$ cat src/verilog/isxe_params.svh
// constants for the increment, decrement, or, jump and pointer-load executor
`ifndef ISXE_PARAMS_SVH
`define ISXE_PARAMS_SVH
`define ISXE_OP6_DEC_SKZ   6'h0B
`define ISXE_OP6_DEC_SKNZ  6'h13
`define ISXE_OP6_INC_SKZ   6'h0F
`define ISXE_OP6_INC_SKNZ  6'h12
`define ISXE_OP6_INC       6'h0A
`define ISXE_OP6_OR_REG    6'h04
`define ISXE_OP8_OR_LIT    8'h09
`define ISXE_OP8_JUMP      8'hEF
`define ISXE_OP10_LDPTR    10'h3B8
`define ISXE_OP4_SECOND    4'hF
`define ISXE_FLAG_C        0
`define ISXE_FLAG_DC       1
`define ISXE_FLAG_Z        2
`define ISXE_FLAG_OV       3
`define ISXE_FLAG_N        4
`define ISXE_ACCESS_BANK   4'h0
`endif

$ cat src/verilog/isxe_pkg.sv
// types for the executor
package isxe_pkg;
  typedef enum logic [1:0] {
    ISXE_ST_EXEC   = 2'h0,
    ISXE_ST_SKIP   = 2'h1,
    ISXE_ST_JUMP2  = 2'h2,
    ISXE_ST_LDPTR2 = 2'h3
  } isxe_state_t;

  typedef struct packed {
    isxe_state_t st;
    logic [1:0]  ptr_sel;
    logic [7:0]  acc;
    logic [4:0]  flags;
    logic [20:1] pc;
    logic        pc_load;
    logic [7:0]  jump_lo;
    logic        wr_en;
    logic [11:0] wr_addr;
    logic [7:0]  wr_data;
    logic        ptr_wr_hi;
    logic        ptr_wr_lo;
    logic [7:0]  ptr_data;
    logic        skip_busy;
  } isxe_regs_t;
endpackage : isxe_pkg

$ cat src/verilog/isxe_exec.sv
// executor for skip, increment, or, jump and pointer-load instructions
//
// Summary of operation
// - destination bit picks accumulator or file register
// - bank bit picks access bank or bank select
// - decrement, skip next when result zero
// - decrement, skip next when result nonzero
// - increment, skip next when result zero
// - increment, skip next when result nonzero
// - skip costs one idle, two over two-word
// - increment updates carry, digit, negative, overflow, zero
// - or literal into accumulator, update negative, zero
// - jump target from both words into pc
// - jump takes two cycles, first idle
// - pointer load twelve-bit literal, two-bit select
// - pointer high byte first, low byte second
`timescale 1ns/1ps
`include "isxe_params.svh"
module isxe_exec (
  input  wire logic        clk_sys,
  input  wire logic        reset,
  input  wire logic        instr_valid,
  input  wire logic [15:0] instr_word,
  input  wire logic [7:0]  file_rd_data,
  input  wire logic [3:0]  bank_select_register,
  output logic [11:0]      file_rd_addr,
  output logic             file_wr_en,
  output logic [11:0]      file_wr_addr,
  output logic [7:0]       file_wr_data,
  output logic [7:0]       working_register,
  output logic [4:0]       status_flags,
  output logic [20:1]      pc_target,
  output logic             pc_load,
  output logic             ptr_wr_hi,
  output logic             ptr_wr_lo,
  output logic [1:0]       ptr_sel,
  output logic [7:0]       ptr_data,
  output logic             skip_busy
);
  isxe_pkg::isxe_regs_t cur_ff;
  isxe_pkg::isxe_regs_t nxt_cur;
  logic [11:0]          addr_ff;
  logic [11:0]          nxt_addr;
  logic [8:0]           sum;
  logic [4:0]           nib;
  logic [7:0]           res;
  logic                 is_dsz, is_dsnz, is_isz, is_isnz, is_inc, is_orr;

  // opcode decode from the current word
  assign is_dsz  = instr_word[15:10] == `ISXE_OP6_DEC_SKZ;
  assign is_dsnz = instr_word[15:10] == `ISXE_OP6_DEC_SKNZ;
  assign is_isz  = instr_word[15:10] == `ISXE_OP6_INC_SKZ;
  assign is_isnz = instr_word[15:10] == `ISXE_OP6_INC_SKNZ;
  assign is_inc  = instr_word[15:10] == `ISXE_OP6_INC;
  assign is_orr  = instr_word[15:10] == `ISXE_OP6_OR_REG;

  // file address is decoded combinationally; file_rd_addr shows it one cycle later from addr_ff
  always_comb begin
    if (instr_word[8]) begin
      nxt_addr = {bank_select_register, instr_word[7:0]};
    end else begin
      nxt_addr = {`ISXE_ACCESS_BANK, instr_word[7:0]};
    end
  end

  // one pass per taken word; pulses drop back unless set again, idle cycles freeze the rest
  always_comb begin
    nxt_cur           = cur_ff;
    nxt_cur.wr_en     = 1'b0;
    nxt_cur.pc_load   = 1'b0;
    nxt_cur.ptr_wr_hi = 1'b0;
    nxt_cur.ptr_wr_lo = 1'b0;
    sum = 9'h000;
    nib = 5'h00;
    res = 8'h00;
    if (is_dsz || is_dsnz) begin
      sum = {1'b0, file_rd_data} - 9'h001;
    end else begin
      sum = {1'b0, file_rd_data} + 9'h001;
    end
    nib = {1'b0, file_rd_data[3:0]} + 5'h01;
    if (instr_valid) begin
      case (cur_ff.st)
        isxe_pkg::ISXE_ST_EXEC: begin
          nxt_cur.skip_busy = 1'b0;
          if (is_dsz || is_dsnz || is_isz || is_isnz || is_inc || is_orr) begin
            res = is_orr ? (cur_ff.acc | file_rd_data) : sum[7:0];
            if (instr_word[9]) begin
              nxt_cur.wr_en   = 1'b1;
              nxt_cur.wr_addr = nxt_addr;
              nxt_cur.wr_data = res;
            end else begin
              nxt_cur.acc = res;
            end
            // skips take no flags at all
            if (is_inc) begin
              nxt_cur.flags[`ISXE_FLAG_C]  = sum[8];
              nxt_cur.flags[`ISXE_FLAG_DC] = nib[4];
              nxt_cur.flags[`ISXE_FLAG_OV] = (file_rd_data == 8'h7F);
              nxt_cur.flags[`ISXE_FLAG_N]  = res[7];
              nxt_cur.flags[`ISXE_FLAG_Z]  = (res == 8'h00);
            end else if (is_orr) begin
              nxt_cur.flags[`ISXE_FLAG_N] = res[7];
              nxt_cur.flags[`ISXE_FLAG_Z] = (res == 8'h00);
            end
            if (((is_dsz || is_isz) && res == 8'h00) || ((is_dsnz || is_isnz) && res != 8'h00)) begin
              nxt_cur.st        = isxe_pkg::ISXE_ST_SKIP;
              nxt_cur.skip_busy = 1'b1;
            end
          end else if (instr_word[15:8] == `ISXE_OP8_OR_LIT) begin
            res = cur_ff.acc | instr_word[7:0];
            nxt_cur.acc = res;
            nxt_cur.flags[`ISXE_FLAG_N] = res[7];
            nxt_cur.flags[`ISXE_FLAG_Z] = (res == 8'h00);
          end else if (instr_word[15:8] == `ISXE_OP8_JUMP) begin
            nxt_cur.jump_lo = instr_word[7:0];
            nxt_cur.st      = isxe_pkg::ISXE_ST_JUMP2;
          end else if (instr_word[15:6] == `ISXE_OP10_LDPTR) begin
            nxt_cur.ptr_sel   = instr_word[5:4];
            nxt_cur.ptr_data  = {4'h0, instr_word[3:0]};
            nxt_cur.ptr_wr_hi = 1'b1;
            nxt_cur.st        = isxe_pkg::ISXE_ST_LDPTR2;
          end
        end
        isxe_pkg::ISXE_ST_SKIP: begin
          // skipped word is idle; a two-word one keeps us for its second word
          if (instr_word[15:8] == `ISXE_OP8_JUMP || instr_word[15:6] == `ISXE_OP10_LDPTR) begin
            nxt_cur.st = isxe_pkg::ISXE_ST_SKIP;
            nxt_cur.skip_busy = 1'b1;
          end else begin
            nxt_cur.st = isxe_pkg::ISXE_ST_EXEC;
            nxt_cur.skip_busy = 1'b0;
          end
        end
        isxe_pkg::ISXE_ST_JUMP2: begin
          nxt_cur.pc      = {instr_word[11:0], cur_ff.jump_lo};
          nxt_cur.pc_load = 1'b1;
          nxt_cur.st      = isxe_pkg::ISXE_ST_EXEC;
        end
        isxe_pkg::ISXE_ST_LDPTR2: begin
          nxt_cur.ptr_data  = instr_word[7:0];
          nxt_cur.ptr_wr_lo = 1'b1;
          nxt_cur.st        = isxe_pkg::ISXE_ST_EXEC;
        end
        default: begin
          nxt_cur.st = isxe_pkg::ISXE_ST_EXEC;
        end
      endcase
    end
  end

  // state and address registers; reset loads constants only
  always_ff @(posedge clk_sys or posedge reset) begin
    if (reset) begin
      cur_ff  <= '0;
      addr_ff <= 12'h000;
    end else begin
      cur_ff  <= nxt_cur;
      addr_ff <= nxt_addr;
    end
  end

  // outputs straight from the state and address registers, so no decode glitch reaches the neighbours
  assign file_rd_addr     = addr_ff;
  assign file_wr_en       = cur_ff.wr_en;
  assign file_wr_addr     = cur_ff.wr_addr;
  assign file_wr_data     = cur_ff.wr_data;
  assign working_register = cur_ff.acc;
  assign status_flags     = cur_ff.flags;
  assign pc_target        = cur_ff.pc;
  assign pc_load          = cur_ff.pc_load;
  assign ptr_wr_hi        = cur_ff.ptr_wr_hi;
  assign ptr_wr_lo        = cur_ff.ptr_wr_lo;
  assign ptr_sel          = cur_ff.ptr_sel;
  assign ptr_data         = cur_ff.ptr_data;
  assign skip_busy        = cur_ff.skip_busy;
endmodule : isxe_exec

$ cat config.mk
export PLATFORM = sky130hd
export DESIGN_NAME = isxe_exec
export DESIGN_NICKNAME = d
export VERILOG_FILES = /design/src/verilog/isxe_pkg.sv /design/src/verilog/isxe_exec.sv
export VERILOG_INCLUDE_DIRS = /design/src /design/src/verilog
export SDC_FILE = /design/constraint.sdc
export NUM_CORES = 1
export LEC_CHECK = 0
export ABC_AREA = 1
export BUFFER_PORTS_ARGS = -buffer_cell sky130_fd_sc_hd__buf_2
export CORE_AREA = 2 2 88 107
export DETAILED_ROUTE_END_ITERATION = 7
export DIE_AREA = 0 0 90 109
export GPL_ROUTABILITY_DRIVEN = 0
export PLACE_DENSITY = 0.79
export SLEW_MARGIN = 20
export SYNTH_ARGS = -nofsm -noshare
export SYNTH_HDL_FRONTEND = slang
export SYNTH_SLANG_ARGS = --single-unit
$ cat constraint.sdc
create_clock -name clk_sys -period 3.2 [get_ports clk_sys]
set_input_delay 0.48 -clock clk_sys [delete_from_list [all_inputs] [get_ports clk_sys]]
set_output_delay 0.48 -clock clk_sys [all_outputs]
set_load 0.05 [all_outputs]
=== Word-level counts from Yosys, hierarchy flattened ===
Index checks and enable logic that the tools add are counted.

* Register bits: 90

* $add $sub $neg: 3
* Eq/ne operators: 22
* Bitwise operators: 5
* Reduce and logical (&&, ||, !) cells: 29
* Muxes and demuxes: 42

{| class="wikitable"
|+ Operators by type and width
! cell !! number
|-
| $mux 8 || 9
|-
| $mux 21 || 2
|-
| $mux 41 || 1
|-
| $mux 30 || 1
|-
| $mux 9 || 3
|-
| $reduce_and 4->1 || 5
|-
| $eq 6x4->1 const B || 3
|-
| $logic_not 8->1 || 2
|-
| $mux 1 || 16
|-
| $or 8x8->8 || 2
|-
| $pmux 8 s2 || 1
|-
| $eq 6x5->1 const B || 2
|-
| $mux 12 || 1
|-
| $reduce_and 6->1 || 2
|-
| $eq 10x10->1 const B || 1
|-
| $ne 2x2->1 const B || 5
|-
| $add 8x1->9 const B || 1
|-
| $logic_or 1x1->1 || 9
|-
| $ne 3x3->1 const B || 3
|-
| $sub 8x1->9 const B || 1
|-
| $eq 8x4->1 const B || 1
|-
| $eq 8x7->1 const B || 1
|-
| $eq 8x8->1 const B || 1
|-
| $mux 2 || 4
|-
| other kinds (16) || 24
|}

=== Logic depth before layout (Yosys ltp) ===
Gate-level depths: netlist of the first run.

* Depth in word-level cells: 11
* Depth in mapped cells: 22

=== Worst setup path after synthesis of the first run ===
Ideal clock, no wire load.

* Path kind: input port to flip-flop
* Start point: in instr_word[13]
* End point: reg cur_ff[76] in the netlist's numbering
* Path buffers: 0
* Arrival time: 3098 ps
* Setup slack: -15 ps
* Data required time: 3083 ps
* Stages on the path: 20
* Cell sequence: inv_1 -> nor2_1 -> nand2_1 -> o21ai_0 -> ha_1 -> or2_1 -> nand3_1 -> nand2_1 -> nand2_1 -> nand2_1 -> nand2_1 -> nand2_1 -> nor2_1 -> nand2_1 -> nand2_1 -> nand2_1 -> nand2_2 -> nand2_2 -> nand2_1 -> nand2_1

* Cells in the longest elaborated chain, start to end: 9
* Elaborated cells between the ends (all ways): 33

{| class="wikitable"
|+ Ends and longest elaborated chain
! item !! RTL line !! RTL
|-
| start, declared || isxe_exec.sv:23 || <nowiki>input wire logic [15:0] instr_word,</nowiki>
|-
| $eq 6x4->1 (no source line) / $eq 6x5->1 (equally long branches) || n/a ||
|-
| $logic_or 1x1->1 || isxe_exec.sv:76, isxe_exec.sv:86 ||
|-
| $mux 9 || isxe_exec.sv:76 || <nowiki>if (is_dsz || is_dsnz) begin</nowiki>
|-
| $mux 8 || isxe_exec.sv:87 || <nowiki>res = is_orr ? (cur_ff.acc | file_rd_data) : sum[7:0];</nowiki>
|-
| $logic_not 8->1 / $reduce_bool 8->1 (equally long branches) || isxe_exec.sv:106 || <nowiki>if (((is_dsz || is_isz) && res == 8'h00) || ((is_dsnz || is_isnz) && res != 8'h00)) begin</nowiki>
|-
| $logic_and 1x1->1 || isxe_exec.sv:106 ||
|-
| $logic_or 1x1->1 || isxe_exec.sv:106 ||
|-
| $ne 3x3->1 (no source line) || n/a ||
|-
| $reduce_and 4->1 (no source line) || n/a ||
|-
| end signal, assigned || isxe_exec.sv:158 || <nowiki>cur_ff <= nxt_cur;</nowiki>
|-
| end, declared || isxe_exec.sv:40 || <nowiki>isxe_pkg::isxe_regs_t cur_ff;</nowiki>
|}

Parallel ways exist; a longest one is shown, timed or not. The select of a mux whose other input is x is not followed.
A chain may end at the register's enable or synchronous reset.

=== Worst setup path in the final report of the first run ===
* Start point: in instr_word[11]
* End point: reg cur_ff[77] in the netlist's numbering

Same word-level chain as after synthesis.

==> flow_metrics.env, run 1 <==
export IMPL_critPathMaxFanout=11
export IMPL_drive_gt1_share_pct=25.2
export IMPL_io_pins=111
export IMPL_cp_data_arrival_time_ns=2.91
export IMPL_crit_path_start_kind="input pin"
export IMPL_dp_hpwl_um=7830
export IMPL_grt_overflow_total=0
export IMPL_r2r_end="file_wr_addr[11]"
export IMPL_synth_area_um2=4650
export IMPL_htree_levels=3
export IMPL_root_buffer="clkbuf_8"
export IMPL_slew_violations=0
export IMPL_final_cell_mix="156 x nand2_1, 110 x buf_2, 90 x dfrtp_1"
export IMPL_drtAntennaViolNets=0
export IMPL_clock_latency_ns=0.35
export IMPL_synth_edf_count=0
export IMPL_p_seq_share_pct=44.0
export IMPL_end_kind="register"
export IMPL_outcome="finished, final reports clean"
export IMPL_syn_to_final_growth_pct=8.09
export IMPL_rsz0062_at_grt="no"
export IMPL_max_freq_ghz=0.376
export IMPL_synth_seq_cells=90
export IMPL_syn_area_per_cell_um2=8.39
export IMPL_r2r_cells=8
export IMPL_ir_drop_v=0.000227
export IMPL_drt_first_iter_violations=177
export IMPL_tightest_slew_ns=0.789
export IMPL_grt_pass1_wl_um=16400
export IMPL_cts_setup_buffers=0
export IMPL_clk_pin_slew_ns=0.08
export IMPL_hold_buffers=0
export IMPL_synth_area_leader_cell="dfrtp_1"
export IMPL_via_per_inst=4.96
export IMPL_grt_max_degree=43
export IMPL_r2r_start="cur_ff[77]"
export IMPL_final_area_um2=5030
export IMPL_dpl_cell_area_um2=4840
export IMPL_nets=647
export IMPL_critPathLaunch="instr_word[11]"
export IMPL_clockBufferDepth=2
export IMPL_yosys_warnings=0
export IMPL_die_h_um=109
export IMPL_period_share_pct=83.1
export IMPL_intPower_mw=1.89
export IMPL_p_leak_nw=2.81
export IMPL_r2r_setup_slack_ns=1.45
export IMPL_vias=3625
export IMPL_track_usage_pct=21.3
export IMPL_multi_input_area_um2=1670
export IMPL_fillers=841
export IMPL_slew_headroom_pct=47.3
export IMPL_synth_distinct_cells=31
export IMPL_synthArstFlopShare_pct=100
export IMPL_synthTopCellsByArea="dfrtp_1 48%, nand2_1 13%, buf_4 11%"
export IMPL_numPortBuffers=110
export IMPL_synthFlopType="dfrtp_1"
export IMPL_sw_frac_of_total_pct=41.3
export IMPL_ys_seq_area_share_pct=48.4
export IMPL_synth_cells=555
export IMPL_grt_pass1_vias=3453
export IMPL_clock_sinks=90
export IMPL_drt_pass1_iterations=4
export IMPL_wire_per_inst_um=13.9
export IMPL_required_ns=3.45
export IMPL_drc=0
export IMPL_die_area_um2=9810
export IMPL_clkPwrFrac_pct=22.8
export IMPL_p_sw_mw=1.32
export IMPL_synth_top_area_share_pct=48.4
export IMPL_grt_antenna_before_repair=0
export IMPL_hold_ws_ns=0.200
export IMPL_regArea_um2=2250
export IMPL_setup_violations=0
export IMPL_p_comb_share_pct=33.1
export IMPL_finClkSkew_ns=0.00684
export IMPL_row_count=38
export IMPL_crit_type="in2reg"
export IMPL_synth_nets=596
export IMPL_core_area_um2=8840
export IMPL_layout_commonest_cell="nand2_1"
export IMPL_numCtsBuffers=9
export IMPL_hp_class="in2async"
export IMPL_hold_viol=0
export IMPL_dieWidth_um=90
export IMPL_power_density_nw_per_um2=638
export IMPL_fin_setup_tns_ns=0
export IMPL_routed_wl_um=10100
export IMPL_ctsResizeCount=0
export IMPL_n_antenna_cell=0
export IMPL_cts_tree="done"
export IMPL_utilization_pct=56.9
export IMPL_drv_cap=0
export IMPL_start_util_pct=52.6
export IMPL_period_needed_ns=2.66
-- power groups by stage --
stage | combinational (mW) | clock (mW) | sequential, mW
3_3_place_gp | 1.05 | 0 | 1.42
3_5_place_dp | 1.07 | 0 | 1.43
2_1_floorplan | 0.986 | 0 | 1.43
5_1_grt | 1.14 | 0.791 | 1.43
6_report | 1.06 | 0.733 | 1.41
4_1_cts | 1.07 | 0.750 | 1.41
-- through the flow --
| stage | total power [mW] | worst slack (ns) | instances |
|---|---|---|---|
| global route | 3.36 | 0.208 | 731 |
| detailed placement | 2.50 | 0.199 | 715 |
| global placement | 2.47 | 0.338 | 715 |
| floorplan | 2.41 | 0.283 | 555 |
| finish | 3.21 | 0.542 | 731 |
| CTS | 3.23 | 0.577 | 731 |
-- per-layer routing --
layer | up-vias | routed length, µm | track usage, %
met4 | 0 | 146 | 10.2
met3 | 13 | 468 | 3.25
met5 | - | 0 | 0
li1 | 1813 | - | -
met2 | 106 | 5160 | 37.3
met1 | 1693 | 4370 | 26.2
-- how the worst max path moves through the flow --
stage,endpoint,slack (ns),cells after the start
4_1_cts,cur_ff[77],0.58,22
5_1_grt,cur_ff[76],0.21,22
2_1_floorplan,cur_ff[76],0.28,20
3_3_place_gp,cur_ff[76],0.34,22
6_report,cur_ff[77],0.54,22
3_5_place_dp,cur_ff[77],0.20,22
-- state kept, by name, summed over array words and instances (netlist names) --
name              flops
cur_ff               10
file_rd_addr         12
file_wr_addr         12
file_wr_data          8
file_wr_en            1
pc_load               1
pc_target            20
ptr_data              8
ptr_sel               2
ptr_wr_hi             1
ptr_wr_lo             1
skip_busy             1
status_flags          5
working_register      8
-- critical path, cell delays in order --
cell,delay [ns]
buf_2,0.15
nand2_1,0.09
inv_1,0.08
nand2_1,0.11
o21ai_1,0.15
buf_4,0.21
ha_1,0.30
or2_1,0.28
nand3_1,0.11
nand2_1,0.06
nand2_1,0.06
nand2_1,0.04
nand2_1,0.05
nand2_1,0.08
nor2_1,0.19
nand2_1,0.08
nand2_1,0.07
nand2_1,0.06
nand2_2,0.08
nand2_2,0.06
nand2_1,0.06
nand2_1,0.05
-- logic make-up (layout without fill, tap and decap cells) --
logic type | count (synthesis) | after routing | synth area share, %
XOR/XNOR | 2 | 2 | 0.376
flip-flops | 90 | 90 | 48.4
AND/OR/NAND/NOR | 252 | 252 | 23.9
AO/OA/AOI/OAI | 77 | 77 | 8.79
buffers and inverters | 124 | 180 | 15.7
adder cells (fa/ha/maj) | 10 | 10 | 2.85
-- synthesized netlist by cell type, types with 2 or more instances --
cell type / n
dfrtp_1: 90
buf_4: 66
inv_1: 45
nor3_1: 9
nand2_1: 156
buf_6: 2
nor2_1: 35
inv_2: 5
clkbuf_1: 5
ha_1: 9
nand3b_1: 3
nand3_2: 2
nor2_4: 4
nand3_1: 20
nand2_2: 4
nor2_2: 7
o21ai_0: 31
a21oi_1: 10
nand4_1: 9
o22a_1: 2
o31ai_1: 4
o21ai_1: 28
-- area by class of cell --
class / instances / share of cell area, %
Sequential cell: 90 / 44.8
Multi-Input combinational cell: 341 / 33.3
Timing Repair Buffer: 114 / 11.5
Inverter: 50 / 3.76
Tap cell: 120 / 2.98
Clock buffer: 11 / 2.61
Clock inverter: 5 / 1.09
Note: power is estimated with default switching activity, not from simulation.
==> run 2: changes to the inputs <==
ABC_AREA = 0   (was 1)
CORE_AREA = 2 2 93 112   (was 2 2 88 107)
DIE_AREA = 0 0 95 114   (was 0 0 90 109)
PLACE_DENSITY = 0.74   (was 0.79)
clock period = 2.43 ns   (was 3.2 ns; I/O delays follow)
==> run 2 against run 1 <==
The flow now finishes with violations (negative setup slack). Cell area up 11%. Via count down 4.9%. Power up 45%. Final cell count down 13%. Combinational power up 28%. Area after synthesis down 1.9%. Largest cell class unchanged. Highest routed layer unchanged.
==> flow_metrics.env, run 2 <==
export IMPL_period_share_pct=102
export IMPL_nets=549
export IMPL_core_area_um2=9860
export IMPL_synth_area_leader_cell="dfrtp_1"
export IMPL_crit_path_start_kind="input pin"
export IMPL_vias=3447
export IMPL_die_area_um2=10800
export IMPL_hold_buffers=0
export IMPL_grt_pass1_wl_um=17300
export IMPL_largest_reg_flops=20
export IMPL_grt_max_degree=36
export IMPL_violations="negative setup slack"
export IMPL_synthTopCellsByCount="90 x dfrtp_1, 63 x buf_4, 43 x nand2_1"
export IMPL_drv_cap=0
export IMPL_cp_data_arrival_time_ns=2.72
export IMPL_finClkSkew_ns=0.00667
export IMPL_end_kind="register"
export IMPL_htree_levels=3
export IMPL_period_needed_ns=2.49
export IMPL_r2r_cells=7
export IMPL_ir_drop_v=0.000343
export IMPL_die_h_um=114
export IMPL_cts_tree="done"
export IMPL_syn_to_final_growth_pct=22.8
export IMPL_slew_headroom_pct=46.7
export IMPL_hold_viol=0
export IMPL_clk_pin_slew_ns=0.06
export IMPL_grt_pass1_vias=3501
export IMPL_dieWidth_um=95
export IMPL_synth_nets=462
export IMPL_r2r_start="working_register[3]"
export IMPL_outcome="finished, violations left"
export IMPL_grt_antenna_before_repair=0
export IMPL_synth_top_area_share_pct=49.3
export IMPL_power_density_nw_per_um2=827
export IMPL_clock_latency_ns=0.35
export IMPL_synth_distinct_cells=55
export IMPL_r2r_setup_slack_ns=0.09
export IMPL_root_buffer="clkbuf_16"
export IMPL_synth_area_um2=4570
export IMPL_dpl_cell_area_um2=5100
export IMPL_slew_violations=0
export IMPL_grt_overflow_total=0
export IMPL_io_pins=111
export IMPL_endpoint="skip_busy"
export IMPL_tightest_slew_ns=0.796
export IMPL_p_leak_nw=2.83
export IMPL_synth_cells=421
export IMPL_syn_area_per_cell_um2=10.9
export IMPL_r2r_end="skip_busy"
export IMPL_n_antenna_cell=0
export IMPL_drive_gt1_share_pct=46.1
export IMPL_drtAntennaViolNets=0
export IMPL_row_count=40
export IMPL_via_per_inst=5.40
export IMPL_synth_edf_count=0
export IMPL_synth_seq_cells=90
export IMPL_utilization_pct=56.9
export IMPL_yosys_warnings=0
export IMPL_numPortBuffers=110
export IMPL_synthArstFlopShare_pct=100
export IMPL_required_ns=2.66
export IMPL_drc=0
export IMPL_crit_type="in2reg"
export IMPL_ys_seq_area_share_pct=49.3
export IMPL_final_cell_mix="107 x buf_2, 90 x dfrtp_1, 43 x nand2_1"
export IMPL_drt_first_iter_violations=241
export IMPL_critPathMaxFanout=5
export IMPL_dp_hpwl_um=8150
export IMPL_hp_class="in2async"
export IMPL_finalWorstSetupSlack_ns=-0.0581
export IMPL_critPathLaunch="instr_word[15]"
export IMPL_synth_most_common_cell="dfrtp_1"
export IMPL_max_freq_ghz=0.402
export IMPL_power_mw=4.64
export IMPL_layout_commonest_cell="buf_2"
export IMPL_setup_violations=1
export IMPL_start_util_pct=46.3
export IMPL_synthTopCellsByArea="dfrtp_1 49%, buf_4 10%, mux2_2 9.9%"
export IMPL_fin_setup_tns_ns=-0.0581
export IMPL_clockBufferDepth=2
export IMPL_track_usage_pct=21.4
export IMPL_numCtsBuffers=9
export IMPL_wire_per_inst_um=17.5
export IMPL_synthFlopType="dfrtp_1"
export IMPL_drt_pass1_iterations=4
export IMPL_clock_sinks=90
export IMPL_final_area_um2=5610
export IMPL_rsz0062_at_grt="yes"
export IMPL_routed_wl_um=11200
-- run 2: changes by cell type in the layout (fill, tap and decap cells not counted), sizes merged, moves of 5 or more --
cell,previous run,this run
nand2,160,43
o21ai,60,14
mux2,0,44
inv,49,7
buf,114,151
nor2,47,15
nand3,22,13
and2,0,8
and3,0,7
o21a,0,7
nand4,9,3
a21o,0,5
a31oi,0,5
-- run 2: power by group --
part           internal (mW)  switching [mW]  total, mW
Combinational          0.382           0.978       1.36
Clock                  0.920           0.562       1.48
Sequential              1.69           0.113       1.80
-- run 2: how the worst min path moves through the flow --
stage	from	to	slack (ns)	cells past startpoint
6_report	reset	pc_target[14]	0.14	2
3_5_place_dp	cur_ff[36]	pc_target[5]	0.45	2
4_1_cts	reset	ptr_sel[1]	0.16	2
3_3_place_gp	cur_ff[34]	pc_target[3]	0.44	2
5_1_grt	reset	file_rd_addr[3]	0.19	2
2_1_floorplan	instr_word[0]	file_rd_addr[0]	0.40	0
-- run 2: logic make-up (layout without fill, tap and decap cells) --
logic type	Yosys count	count (layout)	synth area share [%]
muxes	44	44	10.8
adders and majority gates	10	10	2.90
xor gates and xnor gates	7	7	1.34
buffers and inverters	85	175	12.3
and+or+nand+nor	119	120	13.5
DFF	90	90	49.3
AOI/OAI and AO/OA	66	66	9.78
-- run 2: stage by stage --
| stage | worst slack, ns | hold slack, ns | std cells |
|---|---|---|---|
| floorplan | -0.194 | 0.396 | 421 |
| global placement | -0.401 | 0.443 | 618 |
| detailed placement | -0.489 | 0.446 | 618 |
| CTS | -0.0616 | 0.159 | 634 |
| global route | -0.152 | 0.193 | 638 |
| finish | -0.0581 | 0.140 | 638 |
-- run 2: cell type report --
class	count	area, µm²
tap	126	158
sequential	90	2250
multi-input combinational	247	1920
timing repair buffer	151	921
clock buffer	10	239
clock inverter	5	78.8
inverter	9	37.5
fill	829	4250
-- run 2: critical path: stages --
cell      delay (ns)
buf_8           0.10
nor3b_4         0.24
and3_4          0.33
ha_4            0.23
a21o_1          0.20
a221oi_2        0.32
xnor2_1         0.18
a21oi_2         0.11
a211oi_4        0.28
nand3_2         0.10
a32o_1          0.26
-- run 2: metal layers --
metal | vias to the layer above | GRT usage (%) | part of all wire, %
li1 | 1593 | - | -
met1 | 1701 | 23.6 | 39
met2 | 119 | 37.4 | 52
met3 | 34 | 3.43 | 4.1
met4 | 0 | 14.5 | 4.4
met5 | - | 0 | 0
-- run 2: what timing repair did --
| action | in CTS | in global routing |
|---|---|---|
| gates resized for setup | 2 | 24 |
| endpoints found under the setup margin | 3 | 6 |
| buffers inserted | 0 | 4 |
| cloned | 1 | 0 |
| pin swaps | 5 | 20 |
==> run 3: changes to the inputs <==
RECOVER_POWER = 100   (was unset)
==> run 3 against run 2 <==
Critical path type unchanged. First-iteration DRC count down 3.3%. Flip-flop and latch count did not move. Largest cell class unchanged. The flow still finishes with violations (negative setup slack). Clock skew is 0.0015 ns higher.
==> flow_metrics.env, run 3 (synthesis gave the netlist of run 2 again) <==
export IMPL_rsz0062_at_grt="yes"
export IMPL_holdPathEnd="file_rd_addr[9]"
export IMPL_crit_path_start_kind="input pin"
export IMPL_cts_tree="done"
export IMPL_dpl_worst_slack_ns=-0.489
export IMPL_via_per_inst=5.42
export IMPL_outcome="finished, violations left"
export IMPL_r2r_end="skip_busy"
export IMPL_grt_pass1_wl_um=17300
export IMPL_ir_drop_v=0.000342
export IMPL_hold_viol=0
export IMPL_n_antenna_cell=0
export IMPL_critical_path_max_stage_delay_ns=0.33
export IMPL_numCtsBuffers=9
export IMPL_io_pins=111
export IMPL_finalWorstSetupSlack_ns=-0.0693
export IMPL_end_kind="register"
export IMPL_hp_class="in2reg"
export IMPL_clock_latency_ns=0.35
export IMPL_vias=3455
export IMPL_drv_cap=0
export IMPL_slew_headroom_pct=9.13
export IMPL_nets=549
export IMPL_dpl_cell_area_um2=5100
export IMPL_critPathMaxFanout=5
export IMPL_htree_levels=3
export IMPL_clockBufferDepth=2
export IMPL_clk_pin_slew_ns=0.06
export IMPL_core_area_um2=9860
export IMPL_max_freq_ghz=0.400
export IMPL_crit_chain="buf_8 > nor3b_4 > and3_4 > ha_4 > a21o_1 > a221oi_2 > xnor2_1 > a21oi_2 > a211oi_4 > nand3_2 > a32o_1"
export IMPL_dp_hpwl_um=8150
export IMPL_hold_ws_ns=0.262
export IMPL_hold_buffers=0
export IMPL_track_usage_pct=21.4
export IMPL_final_area_um2=5460
export IMPL_largest_reg_flops=20
export IMPL_grt_antenna_before_repair=0
export IMPL_drtAntennaViolNets=0
export IMPL_numPortBuffers=110
export IMPL_r2r_start="working_register[3]"
export IMPL_die_h_um=114
export IMPL_required_ns=2.66
export IMPL_r2r_setup_slack_ns=0.09
export IMPL_die_area_um2=10800
export IMPL_grt_max_degree=36
export IMPL_slew_violations=0
export IMPL_drive_gt1_share_pct=28.3
export IMPL_row_count=40
export IMPL_final_cell_mix="90 x dfrtp_1, 90 x clkbuf_1, 43 x nand2_1"
export IMPL_cpMaxStageDelayCell="and3_4"
export IMPL_tightest_slew_ns=1.36
export IMPL_drt_pass1_iterations=4
export IMPL_worstHoldStart="bank_select_register[1]"
export IMPL_crit_type="in2reg"
export IMPL_setup_violations=1
export IMPL_dieWidth_um=95
export IMPL_power_density_nw_per_um2=839
export IMPL_period_needed_ns=2.50
export IMPL_routed_wl_um=11300
export IMPL_start_util_pct=46.3
export IMPL_clock_sinks=90
export IMPL_finClkSkew_ns=0.00816
export IMPL_wire_per_inst_um=17.7
export IMPL_period_share_pct=103
export IMPL_drc=0
export IMPL_cp_data_arrival_time_ns=2.73
export IMPL_violations="negative setup slack"
export IMPL_min_path_cells=2
export IMPL_p_leak_nw=2.50
export IMPL_grt_pass1_vias=3501
export IMPL_drt_first_iter_violations=233
export IMPL_root_buffer="clkbuf_16"
export IMPL_r2r_cells=7
export IMPL_grt_overflow_total=0
export IMPL_syn_to_final_growth_pct=19.6
==> run 3: worst max path at each step <==
stage                     slack (ns)      startpoint        end
after floorplan                -0.19  instr_word[15]  skip_busy
after global placement         -0.40  instr_word[15]  skip_busy
after detailed placement       -0.49  instr_word[15]  skip_busy
after CTS                      -0.06  instr_word[12]  skip_busy
after global routing           -0.15  instr_word[15]  skip_busy
final                          -0.07  instr_word[15]  skip_busy
==> run 3: through the flow <==
stage	std cells	utilization (%)	power [mW]	TNS, ns
5_1_grt	638	55.4	4.76	-0.475
3_5_place_dp	618	51.8	3.16	-2.81
4_1_cts	634	55.2	4.64	-0.0616
6_report	638	55.4	4.58	-0.0693
3_3_place_gp	618	51.8	3.13	-1.97
2_1_floorplan	421	-	2.99	-0.366
==> run 3: metal layers <==
layer | part of all wire [%] | global-route usage [%] | vias to the layer above
li1 | - | - | 1596
met1 | 39 | 23.6 | 1697
met5 | 0 | 0 | -
met4 | 4.2 | 14.5 | 0
met3 | 4.3 | 3.43 | 35
met2 | 52 | 37.4 | 127
==> run 3: area by class of cell <==
type,count,area (µm²)
Inverter,9,35.0
Fill cell,876,4400
Clock inverter,5,78.8
Sequential cell,90,2250
Timing Repair Buffer,151,776
Multi-Input combinational cell,247,1920
Clock buffer,10,239
Tap cell,126,158
==> run 3: critical path: cells and delay by family <==
| family | cells | cell delay, ns |
|---|---|---|
| compound gates | 5 | 1.17 |
| simple gates | 3 | 0.68 |
| fa+ha+maj | 1 | 0.23 |
| xor+xnor | 1 | 0.18 |
| buf+inv | 1 | 0.10 |
==> run 3: what timing repair did <==
| item | in CTS | in global routing |
|---|---|---|
| cloned | 1 | 0 |
| resized for setup | 2 | 24 |
| buffers inserted | 0 | 4 |
| endpoints found under the setup margin | 3 | 6 |
| pin swaps | 5 | 20 |
==> run 3: power breakdown <==
part / internal [mW] / leakage [nW] / switching, mW
sequential: 1.69 / 1.16 / 0.117
clock: 0.920 / 0.158 / 0.561
combinational: 0.320 / 1.18 / 0.978
total: 2.93 / 2.50 / 1.66
